**src/usart_mode_pkg.sv**
```systemverilog
// constants, register map and mode encoding of the serial mode control block
//
// Functional notes
// pins serial only with enable and both directions
// asynchronous mode sends and receives simultaneously
// synchronous mode is half duplex with clock
// three modes: async, sync master, sync slave
// transmit status and control register at 98h
// receive status and control register at 18h
// overrun holds until continuous receive cleared
`default_nettype none

package usart_mode_pkg;

	// -----------------------------------------------------------------
	// register map
	// -----------------------------------------------------------------
	localparam logic [7:0] TX_CTRL_ADDR  = 8'h98;  // transmit_status_control
	localparam logic [7:0] RX_CTRL_ADDR  = 8'h18;  // receive_status_control
	localparam logic [7:0] TX_CTRL_RESET = 8'h00;  // writable transmit bits at reset
	localparam logic [7:0] RX_CTRL_RESET = 8'h00;  // writable receive bits at reset

	// -----------------------------------------------------------------
	// field positions
	// -----------------------------------------------------------------
	localparam int TX_CLK_SRC_BIT  = 7;  // clock_source_select
	localparam int TX_NINE_BIT     = 6;  // nine_bit_transmit
	localparam int TX_EN_BIT       = 5;  // transmit_enable
	localparam int TX_SYNC_BIT     = 4;  // synchronous select
	localparam int TX_SPEED_BIT    = 2;  // high_speed_select
	localparam int TX_EMPTY_BIT    = 1;  // shift_register_empty
	localparam int TX_NINTH_BIT    = 0;  // ninth_transmit_bit
	localparam int RX_PORT_EN_BIT  = 7;  // serial_port_enable
	localparam int RX_NINE_BIT     = 6;  // nine_bit_receive
	localparam int RX_SINGLE_BIT   = 5;  // single_receive_enable
	localparam int RX_CONT_BIT     = 4;  // continuous_receive_enable
	localparam int RX_FRAME_BIT    = 2;  // framing_error_flag
	localparam int RX_OVERRUN_BIT  = 1;  // overrun_error_flag
	localparam int RX_NINTH_BIT    = 0;  // ninth_receive_bit
	localparam int DIR_TX_PIN_BIT  = 6;  // port_c_direction bit of tx_clock_pin
	localparam int DIR_RX_PIN_BIT  = 7;  // port_c_direction bit of rx_data_pin

	// -----------------------------------------------------------------
	// receive buffer shape
	// -----------------------------------------------------------------
	localparam int               WORD_W    = 9;     // received word incl. ninth bit
	localparam logic [1:0]       BUF_DEPTH = 2'h2;  // two-entry buffer

	// -----------------------------------------------------------------
	// operating mode, one-hot
	// -----------------------------------------------------------------
	typedef enum logic [3:0] {
		MODE_OFF    = 4'b0001,  // serial port not enabled
		MODE_ASYNC  = 4'b0010,  // full duplex asynchronous
		MODE_MASTER = 4'b0100,  // synchronous, clock driven out
		MODE_SLAVE  = 4'b1000   // synchronous, clock taken in
	} mode_type;

endpackage : usart_mode_pkg

`default_nettype wire

```
**src/usart_mode_control.sv**
```systemverilog
// mode control, status registers, pin claim and receive buffer of the serial unit
//
// The address-and-strobe port is this design's own decision.
`default_nettype none

module usart_mode_control (
	input  wire logic                 ref_clk,             // 250 MHz clock
	input  wire logic                 reset_n,             // async reset, active low
	input  wire logic [7:0]           reg_addr,            // register address
	input  wire logic [7:0]           reg_wdata,           // register write data
	input  wire logic                 reg_wr,              // write strobe
	input  wire logic                 reg_rd,              // read strobe
	output logic      [7:0]           reg_rdata,           // read data, cycle after strobe
	input  wire logic [7:0]           port_c_direction,    // port direction bits
	input  wire logic                 shift_register_empty,// transmit shifter empty
	input  wire logic                 ser_tx_data,         // serial data from transmitter
	input  wire logic                 ser_clk_out,         // master shift clock
	output logic                      ser_rx_data,         // serial data to receiver
	output logic                      ser_clk_in,          // slave shift clock
	input  wire logic                 rx_word_valid,       // receiver offers a word
	input  wire logic [8:0]           rx_word_data,        // received word
	input  wire logic                 rx_word_framing_error_flag,        // word had a framing error
	output logic                      rx_word_ready,       // buffer accepts word
	output logic                      rd_valid,            // buffered word available
	output logic      [8:0]           rd_data,             // buffered word
	input  wire logic                 rd_ready,            // consumer takes word
	input  wire logic                 tx_clock_pin_in,     // tx/clock pin level
	output logic                      tx_clock_pin_out,    // tx/clock pin drive
	output logic                      tx_clock_pin_oe_n,   // low while driving
	input  wire logic                 rx_data_pin_in,      // rx/data pin level
	output logic                      rx_data_pin_out,     // rx/data pin drive
	output logic                      rx_data_pin_oe_n,    // low while driving
	output usart_mode_pkg::mode_type  mode,                // operating mode
	output logic                      transmit_active,     // transmitter may run
	output logic                      receive_active,      // receiver may run
	output logic                      nine_bit_transmit,   // nine-bit frames out
	output logic                      nine_bit_receive,    // nine-bit frames in
	output logic                      ninth_transmit_bit,  // ninth bit to send
	output logic                      high_speed_select    // baud divider select
);

	// -----------------------------------------------------------------
	// register state
	// -----------------------------------------------------------------
	logic       clk_src_q;          // master clock source
	logic       nine_tx_q;          // nine-bit transmit
	logic       tx_en_q;            // transmit enable
	logic       sync_q;             // synchronous select
	logic       speed_q;            // high speed select
	logic       ninth_tx_q;         // ninth transmit bit
	logic       port_en_q;          // serial port enable
	logic       nine_rx_q;          // nine-bit receive
	logic       single_q;           // single receive enable
	logic       cont_q;             // continuous receive enable
	logic       overrun_q;          // overrun error flag
	logic [7:0] rdata_q;            // read data register
	logic       wr_tx;              // write to transmit register
	logic       wr_rx;              // write to receive register
	logic       claim;              // pins belong to serial unit
	logic       push;               // word enters buffer
	logic       pop;                // word leaves buffer
	logic       overrun_evt;        // word offered while full
	logic [9:0] buf_mem [0:1];      // {framing_error_flag, word} entries
	logic       wptr_q;             // write index
	logic       rptr_q;             // read index
	logic [1:0] count_q;            // entries held
	logic [9:0] head;               // oldest entry
	usart_mode_pkg::mode_type mode_d; // decoded mode

	assign wr_tx = reg_wr && (reg_addr == usart_mode_pkg::TX_CTRL_ADDR);
	assign wr_rx = reg_wr && (reg_addr == usart_mode_pkg::RX_CTRL_ADDR);

	// -----------------------------------------------------------------
	// mode decode and activity
	// -----------------------------------------------------------------
	// decode one of the three modes, or off
	always_comb begin
		if (!port_en_q) begin
			mode_d = usart_mode_pkg::MODE_OFF;
		end else if (!sync_q) begin
			mode_d = usart_mode_pkg::MODE_ASYNC;
		end else if (clk_src_q) begin
			mode_d = usart_mode_pkg::MODE_MASTER;
		end else begin
			mode_d = usart_mode_pkg::MODE_SLAVE;
		end
	end
	assign mode = mode_d;

	// transmit and receive permissions per mode
	always_comb begin
		case (mode_d)
			usart_mode_pkg::MODE_ASYNC: begin
				transmit_active = tx_en_q;
				receive_active  = cont_q;
			end
			usart_mode_pkg::MODE_MASTER: begin
				receive_active  = cont_q || single_q;
				transmit_active = tx_en_q && !receive_active;
			end
			usart_mode_pkg::MODE_SLAVE: begin
				receive_active  = cont_q;
				transmit_active = tx_en_q && !cont_q;
			end
			default: begin
				transmit_active = 1'b0;
				receive_active  = 1'b0;
			end
		endcase
	end

	assign nine_bit_transmit  = nine_tx_q;
	assign nine_bit_receive   = nine_rx_q;
	assign ninth_transmit_bit = ninth_tx_q;
	assign high_speed_select  = speed_q;

	// -----------------------------------------------------------------
	// pin claim and drive
	// -----------------------------------------------------------------
	assign claim = port_en_q && port_c_direction[usart_mode_pkg::DIR_TX_PIN_BIT]
	               && port_c_direction[usart_mode_pkg::DIR_RX_PIN_BIT];

	// pin levels seen by the datapath, held idle high when not claimed
	assign ser_rx_data = claim ? rx_data_pin_in : 1'b1;
	assign ser_clk_in  = claim ? tx_clock_pin_in : 1'b1;

	// registered pin drive and enables
	always_ff @(posedge ref_clk or negedge reset_n) begin
		if (!reset_n) begin
			tx_clock_pin_out  <= 1'b1;
			tx_clock_pin_oe_n <= 1'b1;
			rx_data_pin_out   <= 1'b1;
			rx_data_pin_oe_n  <= 1'b1;
		end else if (!claim) begin
			tx_clock_pin_oe_n <= 1'b1;
			rx_data_pin_oe_n  <= 1'b1;
		end else if (mode_d == usart_mode_pkg::MODE_ASYNC) begin
			tx_clock_pin_out  <= ser_tx_data;
			tx_clock_pin_oe_n <= 1'b0;
			rx_data_pin_oe_n  <= 1'b1;
		end else begin
			// synchronous: clock out only as master, data out only while sending
			tx_clock_pin_out  <= ser_clk_out;
			tx_clock_pin_oe_n <= !clk_src_q;
			rx_data_pin_out   <= ser_tx_data;
			rx_data_pin_oe_n  <= !transmit_active;
		end
	end

	// -----------------------------------------------------------------
	// control registers
	// -----------------------------------------------------------------
	// transmit control bits
	always_ff @(posedge ref_clk or negedge reset_n) begin
		if (!reset_n) begin
			{clk_src_q, nine_tx_q, tx_en_q, sync_q} <= usart_mode_pkg::TX_CTRL_RESET[7:4];
			speed_q    <= usart_mode_pkg::TX_CTRL_RESET[usart_mode_pkg::TX_SPEED_BIT];
			ninth_tx_q <= usart_mode_pkg::TX_CTRL_RESET[usart_mode_pkg::TX_NINTH_BIT];
		end else if (wr_tx) begin
			clk_src_q  <= reg_wdata[usart_mode_pkg::TX_CLK_SRC_BIT];
			nine_tx_q  <= reg_wdata[usart_mode_pkg::TX_NINE_BIT];
			tx_en_q    <= reg_wdata[usart_mode_pkg::TX_EN_BIT];
			sync_q     <= reg_wdata[usart_mode_pkg::TX_SYNC_BIT];
			speed_q    <= reg_wdata[usart_mode_pkg::TX_SPEED_BIT];
			ninth_tx_q <= reg_wdata[usart_mode_pkg::TX_NINTH_BIT];
		end
	end

	// receive control bits; hardware ends single receive after one word
	always_ff @(posedge ref_clk or negedge reset_n) begin
		if (!reset_n) begin
			{port_en_q, nine_rx_q, single_q, cont_q} <= usart_mode_pkg::RX_CTRL_RESET[7:4];
		end else begin
			if (wr_rx) begin
				port_en_q <= reg_wdata[usart_mode_pkg::RX_PORT_EN_BIT];
				nine_rx_q <= reg_wdata[usart_mode_pkg::RX_NINE_BIT];
				cont_q    <= reg_wdata[usart_mode_pkg::RX_CONT_BIT];
			end
			// software set wins over the hardware clear
			if (wr_rx && reg_wdata[usart_mode_pkg::RX_SINGLE_BIT]) begin
				single_q <= 1'b1;
			end else if (wr_rx) begin
				single_q <= 1'b0;
			end else if (push && !cont_q) begin
				single_q <= 1'b0;
			end
		end
	end

	// overrun flag: sticky, cleared only while continuous receive is off
	always_ff @(posedge ref_clk or negedge reset_n) begin
		if (!reset_n) begin
			overrun_q <= 1'b0;
		end else if (overrun_evt) begin
			overrun_q <= 1'b1;
		end else if (!cont_q) begin
			overrun_q <= 1'b0;
		end
	end

	// -----------------------------------------------------------------
	// two-entry receive buffer
	// -----------------------------------------------------------------
	assign rx_word_ready = (count_q != usart_mode_pkg::BUF_DEPTH) && !overrun_q && receive_active;
	assign overrun_evt   = rx_word_valid && receive_active && (count_q == usart_mode_pkg::BUF_DEPTH);
	assign push          = rx_word_valid && rx_word_ready;
	assign rd_valid      = (count_q != 2'h0);
	assign pop           = rd_valid && rd_ready;
	assign head          = buf_mem[rptr_q];
	assign rd_data       = head[8:0];

	// storage of entries
	always_ff @(posedge ref_clk) begin
		if (push) begin
			buf_mem[wptr_q] <= {rx_word_framing_error_flag, rx_word_data};
		end
	end

	// pointers and fill count
	always_ff @(posedge ref_clk or negedge reset_n) begin
		if (!reset_n) begin
			wptr_q  <= 1'b0;
			rptr_q  <= 1'b0;
			count_q <= 2'h0;
		end else begin
			if (push) begin
				wptr_q <= !wptr_q;
			end
			if (pop) begin
				rptr_q <= !rptr_q;
			end
			count_q <= count_q + {1'b0, push} - {1'b0, pop};
		end
	end

	// -----------------------------------------------------------------
	// register read port
	// -----------------------------------------------------------------
	// data stand only in the cycle after the read strobe
	always_ff @(posedge ref_clk or negedge reset_n) begin
		if (!reset_n) begin
			rdata_q <= 8'h00;
		end else if (reg_rd && reg_addr == usart_mode_pkg::TX_CTRL_ADDR) begin
			rdata_q <= {clk_src_q, nine_tx_q, tx_en_q, sync_q, 1'b0, speed_q,
			            shift_register_empty, ninth_tx_q};
		end else if (reg_rd && reg_addr == usart_mode_pkg::RX_CTRL_ADDR) begin
			rdata_q <= {port_en_q, nine_rx_q, single_q, cont_q, 1'b0,
			            rd_valid && head[9], overrun_q, rd_valid && head[8]};
		end else begin
			rdata_q <= 8'h00;
		end
	end
	assign reg_rdata = rdata_q;

	// -----------------------------------------------------------------
	// checks
	// -----------------------------------------------------------------
	pin_claim_a: assert property (@(posedge ref_clk) disable iff (!reset_n)
		!claim |=> tx_clock_pin_oe_n && rx_data_pin_oe_n)
		else $error("pins driven without claim");

	async_duplex_a: assert property (@(posedge ref_clk) disable iff (!reset_n)
		(mode == usart_mode_pkg::MODE_ASYNC) && tx_en_q && cont_q |-> transmit_active && receive_active)
		else $error("async mode not full duplex");

	sync_half_a: assert property (@(posedge ref_clk) disable iff (!reset_n)
		sync_q |-> !(transmit_active && receive_active))
		else $error("sync mode both directions active");

	mode_onehot_a: assert property (@(posedge ref_clk) disable iff (!reset_n)
		$onehot(mode) && (port_en_q == (mode != usart_mode_pkg::MODE_OFF)))
		else $error("mode not one of the defined modes");

	tx_read_a: assert property (@(posedge ref_clk) disable iff (!reset_n)
		reg_rd && reg_addr == usart_mode_pkg::TX_CTRL_ADDR
		|=> !reg_rdata[3] && reg_rdata[1] == $past(shift_register_empty) && reg_rdata[5] == tx_en_q)
		else $error("transmit register read wrong");

	rx_read_a: assert property (@(posedge ref_clk) disable iff (!reset_n)
		reg_rd && reg_addr == usart_mode_pkg::RX_CTRL_ADDR
		|=> !reg_rdata[3] && reg_rdata[7] == port_en_q && reg_rdata[1] == $past(overrun_q))
		else $error("receive register read wrong");

	overrun_hold_a: assert property (@(posedge ref_clk) disable iff (!reset_n)
		overrun_q && cont_q |=> overrun_q)
		else $error("overrun cleared while continuous receive on");

	cont_over_a: assert property (@(posedge ref_clk) disable iff (!reset_n)
		sync_q && port_en_q && cont_q |-> receive_active && !transmit_active)
		else $error("continuous receive not overriding");

endmodule : usart_mode_control

`default_nettype wire

```
**config.mk**
```make
export PLATFORM = sky130hd
export DESIGN_NAME = usart_mode_control
export DESIGN_NICKNAME = d
export VERILOG_FILES = /design/src/usart_mode_pkg.sv /design/src/usart_mode_control.sv
export SDC_FILE = /design/constraint.sdc
export NUM_CORES = 1
export LEC_CHECK = 0
export BUFFER_PORTS_ARGS = -buffer_cell sky130_fd_sc_hd__buf_2
export CAP_MARGIN = 20
export CELL_PAD_IN_SITES_DETAIL_PLACEMENT = 2
export CELL_PAD_IN_SITES_GLOBAL_PLACEMENT = 2
export CORE_MARGIN = 10
export CORE_UTILIZATION = 32
export CTS_BUF_LIST = sky130_fd_sc_hd__clkbuf_8
export CTS_CLUSTER_DIAMETER = 30
export CTS_CLUSTER_SIZE = 28
export DETAILED_ROUTE_END_ITERATION = 6
export PLACE_DENSITY = 0.85
export SLEW_MARGIN = 20
export SYNTH_ARGS = -nofsm -noshare
export SYNTH_HDL_FRONTEND = slang
export SYNTH_SLANG_ARGS = --single-unit
```
**constraint.sdc**
```tcl
create_clock -name ref_clk -period 2.75 [get_ports ref_clk]
set_input_delay 0.275 -clock ref_clk [delete_from_list [all_inputs] [get_ports ref_clk]]
set_output_delay 0.275 -clock ref_clk [all_outputs]
set_load 0.01 [all_outputs]
```
; ---- After elaboration in Yosys (flattened, before gate mapping)
; Memory sizes are Yosys's and may differ from the RTL's.
; Cells that the tools add are included.
[totals]
ff_bits = 27
wordCells = 82
memories = 1
mem_bits_rw = 20
rom_bits = 0
inputBits = 45
output_inout_bits = 35
latch_bits = 0
[memory_table]
columns = memory, depth, width, read_ports, rd_ports_with_merged_regs, wr, line
row1 = buf_mem, 2, 10, 1, 0, 1, usart_mode_control.sv:63  ; logic [9:0] buf_mem [0:1];
[classes]
div_mod_pow = 0
n_reduce_logical = 30
order_cmp = 0
muxes = 21
addsub = 2
mul = 0
eq_ne = 8
bitwise_logic = 1
n_shift = 0
[op_table]
columns = operator, n
row1 = logical AND 1 bit, 18
row2 = 2-to-1 mux 8 bit, 2
row3 = 2-to-1 mux 1 bit, 14
row4 = 2-to-1 mux 4 bit, 3
row5 = "equality test 8 x 5 -> 1 bit, second input constant", 1
row6 = "equality test 8 bit, second input constant", 1
row7 = logical NOT 1 bit, 7
row8 = "equality test 4 x 2 -> 1 bit, second input constant", 1
row9 = "equality test 4 x 3 -> 1 bit, second input constant", 1
row10 = "equality test 4 bit, second input constant", 1
row11 = case mux 1 bit (3 select lines), 1
row12 = nonzero test 3 bit, 1
row13 = adder 2 x 1 -> 2 bit, 1
row14 = "equality test 2 bit, second input constant", 1
row15 = "!= test 2 x 1 -> 1 bit, second input constant", 1
row16 = "!= test 2 bit, second input constant", 1
row17 = case mux 1 bit (2 select lines), 1
row18 = AND reduction 2 bit, 1
row19 = nonzero test 2 bit, 1
row20 = OR reduction 2 bit, 1
row21 = subtractor 2 x 1 -> 2 bit, 1
row22 = logical OR 1 bit, 1
row23 = NOT 1 bit, 1

; ---- Longest topological paths before layout
; Gate-level depths: netlist of the first run.
[depth]
ltp_word = 12
mapped_depth = 7
ltp_nobuf = 7

; ---- Worst setup path before layout of the first run
; Ideal clock, no wire load.
[synth_path]
kind = register -> register
startpoint = register sync_q
endpoint = memory buf_mem[0][0], enable pin
setup_ns = 0.377
t_required_ns = 2.373
path_buffers = 1
arrival_ns = 1.644
period_less_slack_ns = 2.022
slack_ns = 0.728
stages_incl_launch_ff = 5
path_cell_list = dfrtp_1 > buf_2 > a31oi_1 > nor4_1 > nor2b_1
[synth_via]
elab_chain_cells = 9
elab_cells_between_ends = 11
classes_between = eq/ne (3) / mux (5) / reduce/logical (3)
[synth_rtl]
columns = item, line
row1 = from (decl), usart_mode_control.sv:48  ; logic sync_q;
row2 = from (signal assigned), usart_mode_control.sv:156  ; {clk_src_q, nine_tx_q, tx_en_q, sync_q} <= usart_mode_pkg::TX_CTRL_RESET[7:4];
row3 = from (signal assigned), usart_mode_control.sv:163  ; sync_q <= reg_wdata[usart_mode_pkg::TX_SYNC_BIT];
row4 = 2-to-1 mux 4 bit (*), usart_mode_control.sv:80  ; end else if (!sync_q) begin
row5 = 2-to-1 mux 4 bit (*), usart_mode_control.sv:78  ; if (!port_en_q) begin
row6 = equality test 4 x 2 -> 1 bit or equality test 4 bit (tied branches), usart_mode_control.sv:92  ; case (mode_d)
row7 = OR reduction 2 bit (no line), -
row8 = case mux 1 bit (2 select lines) (*), usart_mode_control.sv:92
row9 = logical AND 1 bit (*), usart_mode_control.sv:204  ; assign rx_word_ready = (count_q != usart_mode_pkg::BUF_DEPTH) && !overrun_q && receive_active;
row10 = logical AND 1 bit (*), usart_mode_control.sv:206  ; assign push = rx_word_valid && rx_word_ready;
row11 = 2-to-1 mux 1 bit (*), usart_mode_control.sv:214  ; if (push) begin
row12 = 2-to-1 mux 1 bit (not written as such) (*), usart_mode_control.sv:215  ; buf_mem[wptr_q] <= {rx_word_framing_error_flag, rx_word_data};
row13 = to (decl), usart_mode_control.sv:63
; Mark *: on every way between the ends. The rest lies on a longest branch, timed or not.

; ---- Worst setup path after layout of the first run
[layout_path]
startpoint = register sync_q
endpoint = memory buf_mem[1][1], enable pin
; Same word-level chain as after synthesis.

==> impl_results.md, run 1 <==
- Clk buf depth: 2
- Vias in the first global route: 1,656
- PwrDens: 644 nW/µm²
- GP Congestion: 0.680
- Worst vdd ir: 0.229 mV
- Initial drt markers: 32
- Gr ovfl total: 0
- Hold slack: -0.0209 ns
- Clock Sinks: 46
- Remaining antenna violation count: 0
- Clock transition at path regs: 0.08 ns
- Post-Syn Instances: 140
- Via count: 1,403
- Worst hold path type: input port to async pin
- Reg with most FFs: buf_mem
- Io pins: 80
- CP Max Fanout: 10
- Layout cell share with drive strength beyond 1: 47.9%
- Core area: 5960 µm²
- Flops & latches, synth: 46
- Sequential area share after synthesis: 63.7%
- Pin count of the biggest net entering global routing: 27
- Pre-CTS WS: 0.728 ns
- Post-DR wirelength/cell: 19.2 µm
- Die height: 98.5 µm
- Worst skew pair latency: 0.30 ns
- CP Class: flip-flop to flip-flop
- Std-Cell Rows: 28
- Predominant post-synthesis flop cell: dfrtp_1
- CTS tree: built
- Die Area: 9700 µm²
- Number of fill cells: 659
- H-tree depth: 2
- Fmax: 0.494 GHz
- Routed WL: 5520 µm
- Finish-stage setup viols: 0
- Number of post-CTS setup repair buffers: 0
- Critical path arrival: 1.97 ns
- Leading area contributor after synthesis: edfxtp_1
- Ys async rst share: 56.5%
- Worst clock skew: 0.00379 ns
- Worst path required time: 2.69 ns
- Most common cell in the netlist: dfrtp_1
- Final nets: 259
- Final Hold Viols: 22
- # diodes: 0
- Failing checks: negative hold slack
- Ys Warns: 0
- Die W: 98.5 µm
- DR vias/cell: 4.87
- Area grow syn2layout: 26.7%
- Period utilisation layout: 73.6%
- CTS resizes: 0
- Initial antenna violation count: 0
- Yosys cell types: 38
- EDFF count, synth: 20
- Total GRT Usage: 11.6%
- Top post-synthesis cells by count: 22 x dfrtp_1, 20 x edfxtp_1, 13 x mux2_2
- Kind of start point of the critical path: flip-flop
- Setup TNS: 0 ns
- Initial Util: 33.1%
- Final worst slack: 0.726 ns
- Total DRC errors in the routed layout: 0
- Post-Syn Nets: 187
- # hold bufs at CTS: 0
- Endpoint class of the critical path: flip-flop
- Leakage power: 0.00118 µW
- Status: complete, but fails checks
- CTS Root Cell: clkbuf_8
- Top cell type's share of synthesized area: 30.5%
- Final HPWL DP: 4330 µm
- Max Slew Vio Count: 0
- TritonRoute pass-1 iters: 4
- Worst Tran Pin Value: 0.612 ns
- I/O Buffers: 70
- Avg Inst Size Synth: 14.1 µm²
- Max reg flops: 20
- RSZ-0062 raised after global routing: no
- Relative slew slack: 59.2%
- Global-route wire length before repair: 9090 µm
- Synth area leaders: edfxtp_1 30%, dfrtp_1 28%, mux2_2 7.4%, dfstp_2 5.3%, mux2_4 4.6%
- Max_cap viols: 0
- Post-route minimum period: 2.02 ns
- Cts bufs inserted: 5
- Area of the mapped netlist: 1970 µm²
-- layout by cell type (no fill, tap or decap), types with 4 or more instances in the layout --
cell and count:
inv_1 7, mux2_4 6, buf_2 70, dfstp_2 4, nor2b_1 4, mux2_2 13, dfrtp_1 22, nor2_1 9
nand2_1 7, a21oi_1 4, mux2i_1 7, clkbuf_8 5, nand2b_1 4, edfxtp_1 20
-- cell families (layout without fill, tap and decap cells) --
family	count (synthesis)	in the layout	share of synthesized area (%)
buffers and inverters	12	85	2.92
multiplexers	26	26	15.6
XOR/XNOR	4	4	1.78
other	1	1	0.190
flip-flops	46	46	63.7
AND/OR/NAND/NOR	37	37	10.4
AO/OA/AOI/OAI	12	12	4.13
adder cells (fa/ha/maj)	2	2	1.27
-- per-stage QoR --
stage	total power (µW)	hold WS, ns	instances	area (µm²)	util, %
floorplan	1000	-0.0206	140	1970	-
global placement	1120	0.319	280	2390	40.1
detailed placement	1140	0.328	280	2390	40.1
CTS	1640	0.000565	288	2500	41.9
global route	1710	0.0120	288	2500	41.9
finish	1610	-0.0209	288	2500	41.9
-- area by class of cell --
type / count / area (µm²) / area share (%)
Inverter: 5 / 18.8 / 0.752
Timing Repair Buffer: 72 / 365 / 14.6
Sequential cell: 46 / 1260 / 50.3
Multi-Input combinational cell: 82 / 657 / 26.3
Clock buffer: 5 / 68.8 / 2.76
Tap cell: 75 / 93.8 / 3.76
Clock inverter: 3 / 37.5 / 1.50
-- critical path, cell delays in order, from the launching register on --
cell	delay [ns]
dfrtp_1	0.54
a31oi_1	0.20
nor4_1	0.30
buf_4	0.18
and2_1	0.45
-- final timing paths --
path	startpoint	to	slack (ns)	cells past startpoint
setup / recovery	sync_q	buf_mem[1][1]	0.73	4
hold / removal	reset_n	clk_src_q	-0.02	1
setup reg to reg	sync_q	buf_mem[1][1]	0.73	4
hold reg to reg	wptr_q	wptr_q	0.49	1
max in group asynchronous	reset_n	count_q[0]	2.37	1
min in group ref_clk	rx_word_data[6]	buf_mem[1][6]	0.16	1
-- report_power, final --
group          switching, µW  total [µW]  leakage [µW]  internal [µW]
combinational            140         297      0.000594            156
clock                    223         488     0.0000607            265
sequential              66.9         823      0.000520            756
total                    431        1610       0.00118           1180
-- metal layers --
layer | vias up | part of all wire, % | track usage, % | wire, µm
li1 | 640 | - | - | -
met1 | 696 | 39 | 12.6 | 2150
met2 | 60 | 49 | 19.7 | 2720
met3 | 7 | 11 | 5.87 | 604
met4 | 0 | 0.80 | 2.65 | 44
met5 | - | 0 | 0 | 0
No activity file was read; power rests on OpenSTA's default activity.
==> run 2, diff against run 1 <==
Settings changed: CORE_UTILIZATION 32 to 28, PLACE_DENSITY 0.85 to 0.79.
Clock period 2.75 ns to 1.7 ns, I/O delays scaled along.
==> run 2 against run 1 <==
- sequential share of layout area decreased by 3.1 points
- largest cell class unchanged
- cell count increased by 13%
- non-clock buffer count increased by 17
- the flow now finishes without violations
==> impl_results.md, run 2 (synthesized netlist as in run 1, its figures left out) <==
- Met2 wire length: 2880 µm
- Remaining antenna violation count: 0
- Area grow syn2layout: 35.2%
- Post-DR wirelength/cell: 17.2 µm
- Initial drt markers: 42
- Cts bufs inserted: 5
- Reg with most FFs: buf_mem
- Worst vdd ir: 0.306 mV
- Clk buf depth: 2
- Worst skew pair latency: 0.30 ns
- Met1 wire length: 2400 µm
- CTS Root Cell: clkbuf_8
- Met3 WL post-DR: 248 µm
- Finish-stage setup viols: 0
- Final nets: 276
- RSZ-0062 raised after global routing: yes
- Leakage power: 0.00125 µW
- Kind of start point of the critical path: flip-flop
- Std-Cell Rows: 30
- Status: completed
- Pin count of the biggest net entering global routing: 27
- Global-route wire length before repair: 9090 µm
- Post-route minimum period: 1.61 ns
- Placed cell area: 2520 µm²
- DR vias/cell: 4.41
- Max Used Layer: met4
- Endpoint class of the critical path: flip-flop
- Clock Sinks: 46
- Finished layout cell area: 2670 µm²
- TritonRoute pass-1 iters: 4
- Final HPWL DP: 4350 µm
- Initial antenna violation count: 0
- Final worst slack: 0.0880 ns
- Vias in the first global route: 1,670
- Gr ovfl total: 0
- Max Slew Vio Count: 0
- PwrDens: 943 nW/µm²
- Die W: 104 µm
- Fmax: 0.620 GHz
- CTS tree: built
- Worst path required time: 1.93 ns
- Relative slew slack: 55.6%
- Max_cap viols: 0
- Worst clock skew: 0.00548 ns
- Max reg flops: 20
- Total DRC errors in the routed layout: 0
- Die height: 104 µm
- Number of fill cells: 743
- Io pins: 80
- Via count: 1,438
- Core area: 6830 µm²
- FF/Latch Area: 1260 µm²
- Final Hold Viols: 0
- Clock transition at path regs: 0.08 ns
- CP Max Fanout: 4
- Most common cell after layout, fill and taps aside: buf_2
- Initial Util: 28.8%
- Critical path arrival: 1.84 ns
- Worst hold path type: input port to flip-flop
- Period utilisation layout: 94.8%
- Routed WL: 5620 µm
- GP Congestion: 0.733
- Total GRT Usage: 10.4%
- Layout cell share with drive strength beyond 1: 54.3%
- I/O Buffers: 70
- Die Area: 10,800 µm²
- Multi-input logic area: 692 µm²
- Pre-CTS WS: -0.0895 ns
- Commonest non-fill, non-tap cells in the layout: 70 x buf_2, 21 x dfrtp_1, 20 x edfxtp_1, 18 x buf_4, 13 x mux2_2
- CP Class: flip-flop to flip-flop
- H-tree depth: 2
- Worst Tran Pin Value: 0.649 ns
- # diodes: 0
run 2: path summary, 6_finish.rpt:
kind / startpoint / end / slack, ns / cells after the start
min in group asynchronous: reset_n / count_q[0] / 0.43 / 2
worst min register to register: tx_clock_pin_out / tx_clock_pin_out / 0.54 / 2
worst max register to register: count_q[0] / count_q[1] / 0.09 / 7
max in group asynchronous: reset_n / rptr_q / 0.84 / 2
worst min-delay path: rx_word_framing_error_flag / buf_mem[1][9] / 0.06 / 1
worst max-delay path: count_q[0] / count_q[1] / 0.09 / 7
run 2: metrics by stage:
stage          power, µW  std cells  utilization [%]  TNS, ns  hold WS, ns
2_1_floorplan       1630        140                -        0       -0.126
3_3_place_gp        1850        313             36.9   -0.340        0.206
3_5_place_dp        1870        313             36.9   -0.563        0.210
4_1_cts             2520        326             38.7        0       0.0485
5_1_grt             2660        326             39.0  -0.0864       0.0429
6_report            2510        326             39.0        0       0.0581
run 2: area by class of cell:
type,instances,share of cell area (%)
Sequential cell,46,47.2
Tap cell,96,4.51
Multi-Input combinational cell,82,26.0
Clock inverter,3,0.469
Clock buffer,5,2.58
Inverter,5,0.704
Timing Repair Buffer,89,18.6
run 2: power by group:
| part | total [µW] | switching (µW) | internal [µW] |
|---|---|---|---|
| clock | 638 | 361 | 277 |
| sequential | 1330 | 102 | 1230 |
| combinational | 549 | 261 | 288 |
| total | 2510 | 724 | 1790 |
run 2: per-layer routing:
metal  track usage, %  vias to the layer above
met2             17.9                       35
li1                 -                      675
met5                0                        -
met3             2.97                        6
met4             3.88                        0
met1             12.0                      722
run 2: repair_timing:
| action | CTS | global route |
|---|---|---|
| setup endpoints to repair | 13 | 22 |
| hold buffers | 1 | 0 |
| pin swaps | 0 | 0 |
| setup buffers | 4 | 0 |
| hold endpoints to repair | 22 | 0 |
| gates cloned | 0 | 0 |
| resized for setup | 1 | 4 |
run 2: critical path: stages (launching register included):
cell	delay, ns
dfrtp_1	0.44
nor2_2	0.16
nor2b_1	0.10
ha_1	0.29
inv_1	0.05
ha_1	0.19
xnor2_1	0.17
xnor2_1	0.13
==> run 3, diff against run 2 <==
Settings changed: RECOVER_POWER set to 100.
==> run 3 against run 2 <==
- non-clock buffer count unchanged
- first-iteration DRC count increased by 17%
- clock power about the same
- maximum frequency about the same
- via count about the same
- sequential share of layout area increased by 0.38 points
- critical path depth unchanged
- cell area decreased by 0.80%
- sequential power about the same
- utilization decreased by 0.31 points
- register-to-register slack about the same
- count of clock-buffer cells in the layout unchanged
- critical path type unchanged
==> impl_results.md, run 3 (synthesized netlist as in run 1, its figures left out) <==
- Status: completed
- PwrDens: 949 nW/µm²
- Worst clock skew: 0.00567 ns
- Fmax: 0.620 GHz
- Worst vdd ir: 0.305 mV
- DR vias/cell: 4.41
- Die W: 104 µm
- Met1 wire length: 2410 µm
- Cell-internal power: 1790 µW
- Post-DR wirelength/cell: 17.3 µm
- H-tree depth: 2
- Remaining antenna violation count: 0
- CTS tree: built
- CTS Root Cell: clkbuf_8
- Switching power of the nets: 722 µW
- Worst hold path type: input port to flip-flop
- Sw frac: 28.8%
- Global-route wire length before repair: 9090 µm
- Setup TNS: 0 ns
- Max Slew Vio Count: 0
- Core area: 6830 µm²
- Gr ovfl total: 0
- Finish-stage setup viols: 0
- CP Class: flip-flop to flip-flop
- Via count: 1,439
- Clock transition at path regs: 0.08 ns
- Pin count of the biggest net entering global routing: 27
- Clock Sinks: 46
- Leakage power: 0.00118 µW
- Met3 WL post-DR: 248 µm
- Kind of start point of the critical path: flip-flop
- Met2 wire length: 2890 µm
- Clk buf depth: 2
- Vias in the first global route: 1,670
- GP Congestion: 0.733
- Io pins: 80
- Most common cell after layout, fill and taps aside: buf_2
- Post-route minimum period: 1.61 ns
- Commonest non-fill, non-tap cells in the layout: 52 x buf_2, 21 x dfrtp_1, 20 x edfxtp_1, 18 x buf_4, 17 x clkbuf_1
- Cts bufs inserted: 5
- Area grow syn2layout: 34.2%
- Worst path required time: 1.93 ns
- # diodes: 0
- Std-Cell Rows: 30
- Reg with most FFs: buf_mem
- Max Used Layer: met4
- Final Non-Filler Cells: 326
- Total DRC errors in the routed layout: 0
- TritonRoute pass-1 iters: 4
- Sequential share of power: 52.8%
- Initial Util: 28.8%
- I/O Buffers: 70
- Critical path arrival: 1.84 ns
- Die height: 104 µm
- Initial antenna violation count: 0
- Die Area: 10,800 µm²
- Final Core Density: 38.7%
- Total GRT Usage: 10.4%
- Period utilisation layout: 94.8%
- CP Max Fanout: 4
- Routed WL: 5630 µm
- Initial drt markers: 49
- Max_cap viols: 0
- Dpl cells: 313
- Clk network pwr share: 25.4%
- Logic pwr share: 21.8%
- Relative slew slack: 55.6%
- Final HPWL DP: 4350 µm
- Final Hold Viols: 0
- Worst skew pair latency: 0.30 ns
- Endpoint class of the critical path: flip-flop
- RSZ-0062 raised after global routing: yes
- Layout cell share with drive strength beyond 1: 47.0%
- Final nets: 276
- Max reg flops: 20
- Worst Tran Pin Value: 0.649 ns
-- run 3: changes by cell type in the layout (fill, tap and decap cells not counted), sizes merged --
cell / before / now
buf: 88 / 70
clkbuf: 5 / 23
-- run 3: power by group through the flow --
stage,Combinational (µW),Clock (µW),Sequential (µW)
finish,546,637,1330
global route,613,702,1340
CTS,543,658,1320
detailed placement,532,0,1340
global placement,513,0,1340
floorplan,335,0,1290
-- run 3: critical path, stage by stage, from the launching register on --
cell	delay [ns]
dfrtp_1	0.44
nor2_2	0.16
nor2b_1	0.10
ha_1	0.29
inv_1	0.05
ha_1	0.19
xnor2_1	0.17
xnor2_1	0.13
-- run 3: through the flow --
step	area (µm²)	hold slack (ns)	total power [µW]	setup slack (ns)
6_report	2640	0.0586	2510	0.0876
5_1_grt	2640	0.0429	2660	-0.0864
4_1_cts	2650	0.0485	2520	0.00137
3_5_place_dp	2520	0.210	1870	-0.0895
3_3_place_gp	2520	0.206	1850	-0.0584
2_1_floorplan	1990	-0.126	1630	0.0665
-- run 3: timing repair --
action	in CTS	in global routing
hold buffers	1	0
setup buffers	4	0
endpoints found under the setup margin	13	22
resized for setup	1	4
endpoints found under the hold margin	22	0
-- run 3: final timing paths --
kind                                       startpoint               end  slack [ns]  depth (start not counted)
min                        rx_word_framing_error_flag     buf_mem[1][9]        0.06                          1
max reg2reg                                count_q[0]        count_q[1]        0.09                          7
min reg2reg                          tx_clock_pin_out  tx_clock_pin_out        0.54                          2
max in group asynchronous                     reset_n            rptr_q        0.77                          2
min in group asynchronous                     reset_n        count_q[0]        0.45                          2
max                                        count_q[0]        count_q[1]        0.09                          7
-- run 3: per-layer routing --
metal | track usage (%) | vias to the layer above
met3 | 2.97 | 6
met2 | 17.9 | 35
met5 | 0 | -
met4 | 3.88 | 0
li1 | - | 675
met1 | 12.0 | 723
-- run 3: cell type report --
class | instances | area (µm²)
multi-input combinational | 82 | 692
clock inverter | 3 | 12.5
tap | 96 | 120
sequential | 46 | 1260
fill | 749 | 4190
timing repair buffer | 89 | 474
clock buffer | 5 | 68.8
inverter | 5 | 18.8
